**config.mk**
```make
export PLATFORM = sky130hd
export DESIGN_NAME = scg_clock_gen
export DESIGN_NICKNAME = d
export VERILOG_FILES = /design/src/scg_pkg.sv /design/src/scg_clock_gen.sv /design/src/scg_clk_div.sv
export SDC_FILE = /design/constraint.sdc
export NUM_CORES = 1
export LEC_CHECK = 0
export BUFFER_PORTS_ARGS = -buffer_cell sky130_fd_sc_hd__buf_4
export CORE_ASPECT_RATIO = 0.9
export CORE_MARGIN = 2
export CORE_UTILIZATION = 55
export CTS_CLUSTER_DIAMETER = 60
export CTS_CLUSTER_SIZE = 10
export DETAILED_ROUTE_END_ITERATION = 6
export GPL_ROUTABILITY_DRIVEN = 0
export PLACE_DENSITY_LB_ADDON = 0.2
export SLEW_MARGIN = 20
export SYNTH_ARGS = -nofsm -noshare
export SYNTH_HDL_FRONTEND = slang
export SYNTH_SLANG_ARGS = --single-unit
```
**constraint.sdc**
```tcl
create_clock -name clk -period 7.2 [get_ports clk]
set_input_delay 1.44 -clock clk [delete_from_list [all_inputs] [get_ports clk]]
set_output_delay 1.44 -clock clk [all_outputs]
set_load 0.005 [all_outputs]
```
**src/scg_pkg.sv**
```systemverilog
// Purpose: constants and types for the system clock generator
// Assumes: one 50 MHz clock, all source clock inputs sampled as levels
// Notes: source clocks must be well below half the sampling rate
package scg_pkg;
   localparam int CLK_PERIOD_NS = 20;
   localparam int XTAL_FAULT_US = 100;
   localparam int XTAL_FAULT_CYCLES = XTAL_FAULT_US * 1000 / CLK_PERIOD_NS;
   localparam int MAIN_DIV_W = 3;
   localparam int SUB_DIV_W = 2;
   localparam int FLL_CNT_W = 10;
   localparam int TRIM_W = 9;
   localparam logic [TRIM_W-1:0] TRIM_RESET = 9'h100;
   localparam logic [TRIM_W-1:0] TRIM_MAX = 9'h1FF;
   localparam logic [TRIM_W-1:0] TRIM_MIN = 9'h000;
   localparam logic [MAIN_DIV_W-1:0] AUX_DIV = 3'h0;
   localparam logic [1:0] XTAL_PINS_SET = 2'h3;

   typedef enum logic [1:0] {
      SCG_SRC_DCO,
      SCG_SRC_INTERNAL_RC_REFERENCE_OSC,
      SCG_SRC_XTAL,
      SCG_SRC_VLO
   } scg_src_t;

   localparam scg_src_t MAIN_SRC_RESET = SCG_SRC_DCO;
endpackage : scg_pkg

```
**src/scg_clock_gen.sv**
```systemverilog
// Purpose: main, peripheral and auxiliary clocks, frequency loop, crystal watch
// Assumes: source clock inputs are synchronous levels, slower than clk/2
// Notes: clock outputs are registered; switching waits for a low output, except when leaving a faulted crystal
`timescale 1ns/10ps
module scg_clock_gen
   import scg_pkg::*;
#(
   parameter int FAULT_CYCLES = XTAL_FAULT_CYCLES
) (
   input wire logic clk,
   input wire logic rst_n,
   input wire logic dco_clk_in,
   input wire logic internal_rc_reference_osc_clk_in,
   input wire logic xtal_clk_in,
   input wire logic vlo_clk_in,
   input wire logic mod_clk_in,
   input wire logic [1:0] main_src_sel,
   input wire logic [MAIN_DIV_W-1:0] main_div_sel,
   input wire logic [SUB_DIV_W-1:0] sub_div_sel,
   input wire logic aux_src_internal_rc_reference_osc,
   input wire logic crystal_enable,
   input wire logic [1:0] port_four_function_select,
   input wire logic fll_enable,
   input wire logic fll_ref_external,
   input wire logic [FLL_CNT_W-1:0] fll_multiplier,
   output logic main_clk_out,
   output logic subsystem_peripheral_clock,
   output logic aux_clk_out,
   output logic modulation_fast_clock,
   output logic [TRIM_W-1:0] dco_trim,
   output logic fll_locked,
   output logic crystal_fault,
   output scg_src_t main_src_active
);
   localparam int FCW = $clog2(FAULT_CYCLES + 1);

   logic dco_q, internal_rc_reference_osc_q, xtal_q, vlo_q;
   logic dco_edge, internal_rc_reference_osc_edge, xtal_edge, vlo_edge;
   logic dco_rise, internal_rc_reference_osc_rise, xtal_rise;
   logic xtal_usable;
   logic [FCW-1:0] fault_cnt;
   scg_src_t next_main_src;
   logic main_edge;
   logic main_toggle, main_boundary;
   logic aux_sel_internal_rc_reference_osc, aux_sel_q;
   logic aux_edge, aux_boundary;
   logic ref_rise;
   logic [FLL_CNT_W-1:0] dco_cnt;
   logic edges_armed;

   always_ff @(posedge clk or negedge rst_n) begin
      if (!rst_n) begin
         dco_q <= 1'b0;
         internal_rc_reference_osc_q <= 1'b0;
         xtal_q <= 1'b0;
         vlo_q <= 1'b0;
      end else begin
         dco_q <= dco_clk_in;
         internal_rc_reference_osc_q <= internal_rc_reference_osc_clk_in;
         xtal_q <= xtal_clk_in;
         vlo_q <= vlo_clk_in;
      end
   end

   // first cycle after reset only loads the input stage, so no false edge
   always_ff @(posedge clk or negedge rst_n) begin
      if (!rst_n) begin
         edges_armed <= 1'b0;
      end else begin
         edges_armed <= 1'b1;
      end
   end

   assign dco_edge = edges_armed && (dco_clk_in ^ dco_q);
   assign internal_rc_reference_osc_edge = edges_armed && (internal_rc_reference_osc_clk_in ^ internal_rc_reference_osc_q);
   assign xtal_edge = edges_armed && (xtal_clk_in ^ xtal_q);
   assign vlo_edge = edges_armed && (vlo_clk_in ^ vlo_q);
   assign dco_rise = edges_armed && dco_clk_in && !dco_q;
   assign internal_rc_reference_osc_rise = edges_armed && internal_rc_reference_osc_clk_in && !internal_rc_reference_osc_q;
   assign xtal_rise = edges_armed && xtal_clk_in && !xtal_q;

   // crystal counts only once its pins are routed and it is enabled
   assign xtal_usable = crystal_enable && (port_four_function_select == XTAL_PINS_SET)
      && !crystal_fault;

   // crystal watch: no edge for the fault window raises a fault
   always_ff @(posedge clk or negedge rst_n) begin
      if (!rst_n) begin
         fault_cnt <= '0;
         crystal_fault <= 1'b0;
      end else if (!crystal_enable || xtal_edge) begin
         fault_cnt <= '0;
         crystal_fault <= 1'b0;
      end else if (fault_cnt == FCW'(FAULT_CYCLES - 1)) begin
         crystal_fault <= 1'b1;
      end else begin
         fault_cnt <= fault_cnt + FCW'(1);
      end
   end

   // main source: requested crystal falls back to the RC reference
   always_comb begin
      case (main_src_sel)
         2'h0: next_main_src = SCG_SRC_DCO;
         2'h1: next_main_src = SCG_SRC_INTERNAL_RC_REFERENCE_OSC;
         2'h2: next_main_src = xtal_usable ? SCG_SRC_XTAL : SCG_SRC_INTERNAL_RC_REFERENCE_OSC;
         2'h3: next_main_src = SCG_SRC_VLO;
         default: next_main_src = SCG_SRC_DCO;
      endcase
   end

   always_ff @(posedge clk or negedge rst_n) begin
      if (!rst_n) begin
         main_src_active <= MAIN_SRC_RESET;
      // dead crystal may hold the output high forever: leave it at once
      end else if ((main_boundary && !main_toggle) || (main_src_active == SCG_SRC_XTAL && crystal_fault)) begin
         main_src_active <= next_main_src;
      end
   end

   always_comb begin
      case (main_src_active)
         SCG_SRC_DCO: main_edge = dco_edge;
         SCG_SRC_INTERNAL_RC_REFERENCE_OSC: main_edge = internal_rc_reference_osc_edge;
         SCG_SRC_XTAL: main_edge = xtal_edge;
         SCG_SRC_VLO: main_edge = vlo_edge;
         default: main_edge = 1'b0;
      endcase
   end

   scg_clk_div #(.DIVW(MAIN_DIV_W)) u_main_div (
      .clk(clk),
      .rst_n(rst_n),
      .edge_in(main_edge),
      .div_sel(main_div_sel),
      .clk_out(main_clk_out),
      .toggle(main_toggle),
      .at_boundary(main_boundary)
   );

   // peripheral clock counts main clock edges, so never faster
   scg_clk_div #(.DIVW(SUB_DIV_W)) u_sub_div (
      .clk(clk),
      .rst_n(rst_n),
      .edge_in(main_toggle),
      .div_sel(sub_div_sel),
      .clk_out(subsystem_peripheral_clock),
      .toggle(),
      .at_boundary()
   );

   assign aux_sel_internal_rc_reference_osc = aux_src_internal_rc_reference_osc || !xtal_usable;

   always_ff @(posedge clk or negedge rst_n) begin
      if (!rst_n) begin
         aux_sel_q <= 1'b1;
      end else if ((aux_boundary && !aux_edge) || (!aux_sel_q && crystal_fault)) begin
         aux_sel_q <= aux_sel_internal_rc_reference_osc;
      end
   end

   assign aux_edge = aux_sel_q ? internal_rc_reference_osc_edge : xtal_edge;

   scg_clk_div #(.DIVW(MAIN_DIV_W)) u_aux_div (
      .clk(clk),
      .rst_n(rst_n),
      .edge_in(aux_edge),
      .div_sel(AUX_DIV),
      .clk_out(aux_clk_out),
      .toggle(),
      .at_boundary(aux_boundary)
   );

   always_ff @(posedge clk or negedge rst_n) begin
      if (!rst_n) begin
         modulation_fast_clock <= 1'b0;
      end else begin
         modulation_fast_clock <= mod_clk_in;
      end
   end

   // frequency loop: count oscillator rises per reference period
   assign ref_rise = (fll_ref_external && xtal_usable) ? xtal_rise : internal_rc_reference_osc_rise;

   always_ff @(posedge clk or negedge rst_n) begin
      if (!rst_n) begin
         dco_cnt <= '0;
      end else if (ref_rise) begin
         dco_cnt <= FLL_CNT_W'(dco_rise);
      end else if (dco_rise && dco_cnt != '1) begin
         dco_cnt <= dco_cnt + FLL_CNT_W'(1);
      end
   end

   always_ff @(posedge clk or negedge rst_n) begin
      if (!rst_n) begin
         dco_trim <= TRIM_RESET;
         fll_locked <= 1'b0;
      end else if (!fll_enable) begin
         fll_locked <= 1'b0;
      end else if (ref_rise) begin
         fll_locked <= (dco_cnt == fll_multiplier);
         if (dco_cnt < fll_multiplier && dco_trim != TRIM_MAX) begin
            dco_trim <= dco_trim + TRIM_W'(1);
         end else if (dco_cnt > fll_multiplier && dco_trim != TRIM_MIN) begin
            dco_trim <= dco_trim - TRIM_W'(1);
         end
      end
   end

   main_src_safe_a: assert property (@(posedge clk) disable iff (!rst_n)
      !$stable(main_src_active) |-> !main_clk_out || $past(crystal_fault))
      else $error("main source switched while clock high");
   main_src_sel_a: assert property (@(posedge clk) disable iff (!rst_n)
      (main_boundary && !main_toggle && main_src_sel != 2'h2)
      |=> 2'(main_src_active) == $past(main_src_sel))
      else $error("main source did not follow selection");
   main_toggle_cause_a: assert property (@(posedge clk) disable iff (!rst_n)
      !$stable(main_clk_out) |-> $past(main_edge))
      else $error("main clock moved without a source edge");
   sub_follows_main_a: assert property (@(posedge clk) disable iff (!rst_n)
      !$stable(subsystem_peripheral_clock) |-> !$stable(main_clk_out))
      else $error("peripheral clock moved without main edge");
   aux_src_fallback_a: assert property (@(posedge clk) disable iff (!rst_n)
      (crystal_fault && aux_boundary && !aux_edge) |=> aux_sel_q)
      else $error("auxiliary clock kept faulty crystal");
   fault_raise_a: assert property (@(posedge clk) disable iff (!rst_n)
      (crystal_enable && !xtal_edge && fault_cnt == FCW'(FAULT_CYCLES - 1)) |=> crystal_fault)
      else $error("crystal fault not raised after timeout");
   pins_gate_xtal_a: assert property (@(posedge clk) disable iff (!rst_n)
      (main_src_sel == 2'h2 && port_four_function_select != XTAL_PINS_SET
      && main_boundary && !main_toggle) |=> main_src_active == SCG_SRC_INTERNAL_RC_REFERENCE_OSC)
      else $error("crystal used without pin routing");
   fll_step_a: assert property (@(posedge clk) disable iff (!rst_n)
      (fll_enable && ref_rise && dco_cnt < fll_multiplier && dco_trim != TRIM_MAX)
      |=> dco_trim == $past(dco_trim) + TRIM_W'(1))
      else $error("trim did not rise on slow oscillator");
   fll_hold_a: assert property (@(posedge clk) disable iff (!rst_n)
      !fll_enable |=> $stable(dco_trim) && !fll_locked)
      else $error("trim moved while loop disabled");

   lock_seen_c: cover property (@(posedge clk) disable iff (!rst_n) $rose(fll_locked));
   fault_seen_c: cover property (@(posedge clk) disable iff (!rst_n) $rose(crystal_fault));
   src_switch_c: cover property (@(posedge clk) disable iff (!rst_n) !$stable(main_src_active));
   sub_toggle_c: cover property (@(posedge clk) disable iff (!rst_n) $rose(subsystem_peripheral_clock));
endmodule : scg_clock_gen

```
**src/scg_clk_div.sv**
```systemverilog
// Purpose: edge-counting clock divider with safe reload
// Assumes: edge_in pulses once per source edge, rise or fall
// Notes: divide by 2**div; new ratio loads only on a falling output
`timescale 1ns/10ps
module scg_clk_div #(
   parameter int DIVW = 3
) (
   input wire logic clk,
   input wire logic rst_n,
   input wire logic edge_in,
   input wire logic [DIVW-1:0] div_sel,
   output logic clk_out,
   output logic toggle,
   output logic at_boundary
);
   localparam int CW = (2 ** DIVW) - 1;
   logic [DIVW-1:0] active_div;
   logic [CW-1:0] cnt;
   logic [CW:0] limit_wide;
   logic [CW-1:0] limit;
   logic wrap;

   assign limit_wide = ((CW+1)'(1) << active_div) - (CW+1)'(1);
   assign limit = limit_wide[CW-1:0];
   assign wrap = edge_in && (cnt == limit);
   assign toggle = wrap;
   assign at_boundary = !clk_out && (cnt == '0);

   always_ff @(posedge clk or negedge rst_n) begin
      if (!rst_n) begin
         cnt <= '0;
         clk_out <= 1'b0;
      end else if (wrap) begin
         cnt <= '0;
         clk_out <= ~clk_out;
      end else if (edge_in) begin
         cnt <= cnt + CW'(1);
      end
   end

   // ratio changes only after a full high phase ends
   always_ff @(posedge clk or negedge rst_n) begin
      if (!rst_n) begin
         active_div <= '0;
      end else if (wrap && clk_out) begin
         active_div <= div_sel;
      end
   end
endmodule : scg_clk_div

```
* Word-level counts from Yosys, hierarchy flattened
Cells that the tools add are included.
** Operators by class
- Bitwise gates (word level) :: 7
- Magnitude comparators :: 2
- Add/sub/neg operators :: 9
- Reductions and logical operators :: 54
- Shifts and indexed selects :: 2
- Multiplexer cells :: 21
- Equal/unequal tests :: 15
** Operators with widths (count)
- $mux W7 :: 4
- $logic_and A1 B1 Y1 :: 27
- $mux W13 :: 2
- $mux W10 :: 2
- $mux W9 :: 2
- $add A7 B1 Y7 const B :: 2
- $logic_not A7 Y1 :: 2
- $add A13 B1 Y13 const B :: 1
- $eq A13 B13 Y1 const B :: 1
- $reduce_bool A2 Y1 :: 6
- $logic_not A1 Y1 :: 11
- $add A10 B1 Y10 const B :: 1
- $eq A10 B10 Y1 :: 1
- $eq A2 B2 Y1 const B :: 5
- $gt A10 B10 Y1 :: 1
- $lt A10 B10 Y1 :: 1
- $ne A10 B10 Y1 const B :: 1
- $add A9 B1 Y9 const B :: 1
- $ne A9 B9 Y1 const B :: 1
- $reduce_bool A9 Y1 :: 1
- $sub A9 B1 Y9 const B :: 1
- $pmux W2 S4 :: 1
- $eq A7 B7 Y1 :: 1
- $shl A1 B3 Y7 const A :: 1
- other kinds (17) :: 33
** Word-level totals
- Output and inout port bits :: 17
- Input port bits :: 30
- Word-level logic and storage cells :: 131
- Register bits :: 68

* Depth between registers and ports, before layout
- Depth in word-level cells :: 7
- Depth in mapped cells :: 14
- Gate-level depth less buffers :: 14

* Cells and area by module
From an unflattened synthesis, not the netlist that was laid out.
** Unflattened totals
- Cells, all modules :: 448
- Area, all modules :: 4433.0 sq um
** Modules (own cells, without submodules)
- scg_clock_gen :: times used 1, seq. area each 1078.5 sq um, area each 2701.3 sq um, cells each 272
- scg_clk_div (u_aux_div ...) :: times used 2, seq. area each 275.3 sq um, area each 684.4 sq um, cells each 71
- scg_clk_div (u_sub_div) :: times used 1, seq. area each 150.1 sq um, area each 362.8 sq um, cells each 34

* Worst setup path before layout
OpenSTA, ideal clock, no wires.
- Path kind :: input to register
- Start :: input port fll_multiplier[8]
- End :: register dco_trim[8]
- Data required time :: 7.125 ns
- Slack :: 2.918 ns
- Buffers on the path :: 0
- Library setup time :: 0.075 ns
- Cell stages on the path :: 14
- Data arrival time :: 4.207 ns
- Cell sequence :: inv_1 -> ha_1 -> and4_1 -> nand3_1 -> o21bai_1 -> nor4_2 -> inv_1 -> fa_1 -> a21oi_1 -> o211ai_1 -> o41ai_1 -> and3b_1 -> a22oi_1 -> xnor2_1
** Between the ends
- Word-level cells in the longest chain between the ends :: 4
- Elaborated cells on any way between the ends :: 7
- Classes of those cells :: 2 x order compare; 1 x mux; 4 x reduce/logical
** Ends and longest elaborated chain
- start, declared :: line scg_clock_gen.sv:25 : input wire logic [FLL_CNT_W-1:0] fll_multiplier,
- $lt A10 B10 Y1 or $gt A10 B10 Y1 (tied branches) :: line scg_clock_gen.sv:203, scg_clock_gen.sv:205
- $logic_and A1 B1 Y1, on equally long branches :: line scg_clock_gen.sv:203, scg_clock_gen.sv:205
- $reduce_bool A2 Y1 (no source line)
- $reduce_and A3 Y1 (no source line)
- end signal, assigned :: line scg_clock_gen.sv:204 : dco_trim <= dco_trim + TRIM_W'(1);
- end signal, assigned :: line scg_clock_gen.sv:206 : dco_trim <= dco_trim - TRIM_W'(1);
- end, declared :: line scg_clock_gen.sv:30 : output logic [TRIM_W-1:0] dco_trim,
Several ways; a longest one is shown, not always the timed one.
A chain may end at the register's enable or synchronous reset.

* Final worst setup path
- Start :: input port fll_multiplier[5]
- End :: register dco_trim[8]
The elaborated chain is that of the path after synthesis.

==> results.cfg <==
[synthesis]
synthesis.instances = 417
yosysMostFrequentCell = dfrtp_1
ys_warn_count = 0
ys_ff_latch = 68
netlist_area_um2 = 4110
async_flop_share_pct = 100
synth-edff-count = 0
synth_top_area_share_pct = 40.2
synth.distinct_cells = 60
synthFlopType = dfrtp_1
yosys-top-cells-count = 66 x dfrtp_1, 45 x nor2_1, 29 x nand3_1, 27 x ha_1, 27 x nand2_1
syn-num-nets = 475
synth.yosys.seq_area_share_pct = 41.5
synth.area.top_cells = dfrtp_1 40%, ha_1 8.2%, xor2_1 4.9%, nor2_1 4.1%, xnor2_1 3.6%
synth.largest_area_cell = dfrtp_1
syn_area_per_cell_um2 = 9.85

[run]
cap_violations = 0

[place]
port_buffers = 46
post-dp-hpwl_mm = 5.75
dp_slack_ps = 2530

[critical_path]
required_ps = 7470
cp-start-kind = input pin
cp.arrival_ps = 4610
r2r_setup_slack_ps = 3600
crit_path_start = fll_multiplier[5]
r2r_start = dco_cnt[4]$_DFFE_PN0P_
critPathCaptureType = flop
crit_type = input pin to flop
path_max_fanout = 8

[timing]
finalHoldViolCount = 0
fin_tns_setup_ps = 0
period_needed_ps = 4350
fin_skew_ps = 13.5
post-route-period-util_pct = 60.4
relSlewSlack_pct = 43.3
tightestPinTransition_ps = 851
fmax_mhz = 230
hold_ws_ps = 482
fin_ws_ps = 2850
maxSlewViolCount = 0
setup_viol = 0
rsz0062_at_grt = false

[die]
initial_core_util_pct = 57.4
dieArea_um2 = 8170
die_w_um = 95.1
core_area_um2 = 7150
rows = 29
io-pin-count = 47
die_h_um = 86.0

[global_route]
gr-usage-met1_pct = 28.2
antenna_found_initial = 0
top_usage_layer = met2
use_met2_pct = 33.0
grt_max_degree = 69
use_met3_pct = 5.71
first_global_vias = 3009
grt_overflow = 0
grt_pass1_wl_mm = 13.5
grtUsageTotal_pct = 21.1

[cells_and_area]
areaGrowthSynthToFinish_pct = 15.5
nets = 527
drive_above_1_share_pct = 16.2
diodes = 0
final.fill_count = 569

[route]
drcViolationCount = 0
drt_iter0_drc = 166
via_per_inst = 5.63
routed_wl_mm = 7.99
via_count = 3193
first_pass_iters = 4
drt.antenna.violating_nets = 0
wl_per_cell_um = 14.1

[cts]
cts_max_path_buffers = 2
cts_hold_buffers = 0
cts_setup_buffers = 0
clock-sinks = 68
cts_buffers = 9
root_buffer = clkbuf_8
ctsResizeCount = 0
htreeDepth = 3
path_clk_slew_ps = 70
clk_latency_ps = 340
cts_tree = yes

[power]
power.leakage_nw = 2.31
vdd_drop_max_mv = 0.204
powerDensity_nw_per_um2 = 280

[hold_path]
hold_class = flop to flop
hp-start = u_aux_div.cnt[6]$_DFFE_PN0P_

[status]
outcome = finished, final reports clean
## cell type report
class	instances	area, um^2	share of cell area (%)
Timing Repair Buffer	47	353	7.44
Clock buffer	14	163	3.43
Clock inverter	2	35.0	0.739
Tap cell	93	116	2.45
Sequential cell	68	1700	35.9
Inverter	25	93.8	1.98
Multi-Input combinational cell	318	2280	48.0
## critical path: stages
cell      delay [ps]
buf_4             70
inv_1             30
ha_1             290
and3_1           200
nand3_1          120
o21bai_1         100
nor4_2           380
inv_1            240
fa_1             460
a21oi_1          210
o211ai_1         160
o41ai_1          320
and3b_1          230
a22oi_1          210
xnor2_1          140
## layer usage
metal	vias up	wire length (um)	share of wire [%]
met3	14	351	4.4
li1	1595	-	-
met2	69	3670	46
met1	1515	3820	48
met4	0	154	1.9
met5	-	0	0
## path summary, 6_finish.rpt
check                           depth (start not counted)                           end
worst min register to register                          1  u_aux_div.cnt[6]$_DFFE_PN0P_
max in group asynchronous                               1      fault_cnt[7]$_DFFE_PN0P_
worst min-delay path                                    1  u_aux_div.cnt[6]$_DFFE_PN0P_
min in group asynchronous                               1       dco_trim[6]$_DFFE_PN0P_
worst max register to register                         13       dco_trim[8]$_DFFE_PN1P_
worst max-delay path                                   15       dco_trim[8]$_DFFE_PN1P_
## power by group
group	internal, mW	total (mW)	switching [mW]	leakage, nW
clock network	0.179	0.319	0.139	0.101
logic	0.213	0.446	0.232	1.32
registers	0.456	0.562	0.106	0.890
total	0.848	1.33	0.478	2.31
## registers in the layout, summed over array words and instances (netlist names), 2 cells and up
name and count:
fault_cnt 13, dco_cnt 10, dco_trim 9, u_aux_div.cnt 7
u_main_div.cnt 7, u_main_div.active_div 3, u_sub_div.cnt 3, main_src_active 2
u_sub_div.active_div 2
## metrics by stage
stage / std cells / power, mW / utilization, % / cell area, um^2
floorplan: 417 / 0.876 / - / 4110
global placement: 551 / 0.996 / 63.6 / 4540
detailed placement: 551 / 1.02 / 63.6 / 4540
CTS: 567 / 1.34 / 66.3 / 4740
global route: 567 / 1.42 / 66.3 / 4740
finish: 567 / 1.33 / 66.3 / 4740
## kinds of logic after synthesis
logic type / after synthesis / synth area share (%)
simple gates: 157 / 20.4
compound gates: 73 / 12.2
flops: 68 / 41.5
xor+xnor: 40 / 8.53
buf+inv: 31 / 3.05
fa+ha+maj: 28 / 8.71
mux: 19 / 5.51
other cells: 1 / 0.0913
## placed cells by master, fill, tap and decap left out, types with 3 or more instances in the layout
cell type / count
dfrtp_1: 66
buf_4: 47
nor2_1: 45
nand3_1: 29
nand2_1: 27
ha_1: 27
inv_1: 25
xor2_1: 23
xnor2_1: 17
o21ai_0: 15
and3_1: 12
clkbuf_8: 11
a21oi_1: 10
nor3_1: 8
o21ai_1: 8
mux2_1: 7
mux2i_1: 5
nor2b_1: 5
mux2_4: 5
nand4_1: 4
nand3b_1: 4
nor4_1: 4
or3_1: 4
and4_1: 3
o21bai_1: 3
a21o_1: 3
o211ai_1: 3
o31a_1: 3
a22o_1: 3
a31oi_1: 3
o22ai_1: 3
clkbuf_1: 3
No activity file was read; power rests on OpenSTA's default activity.
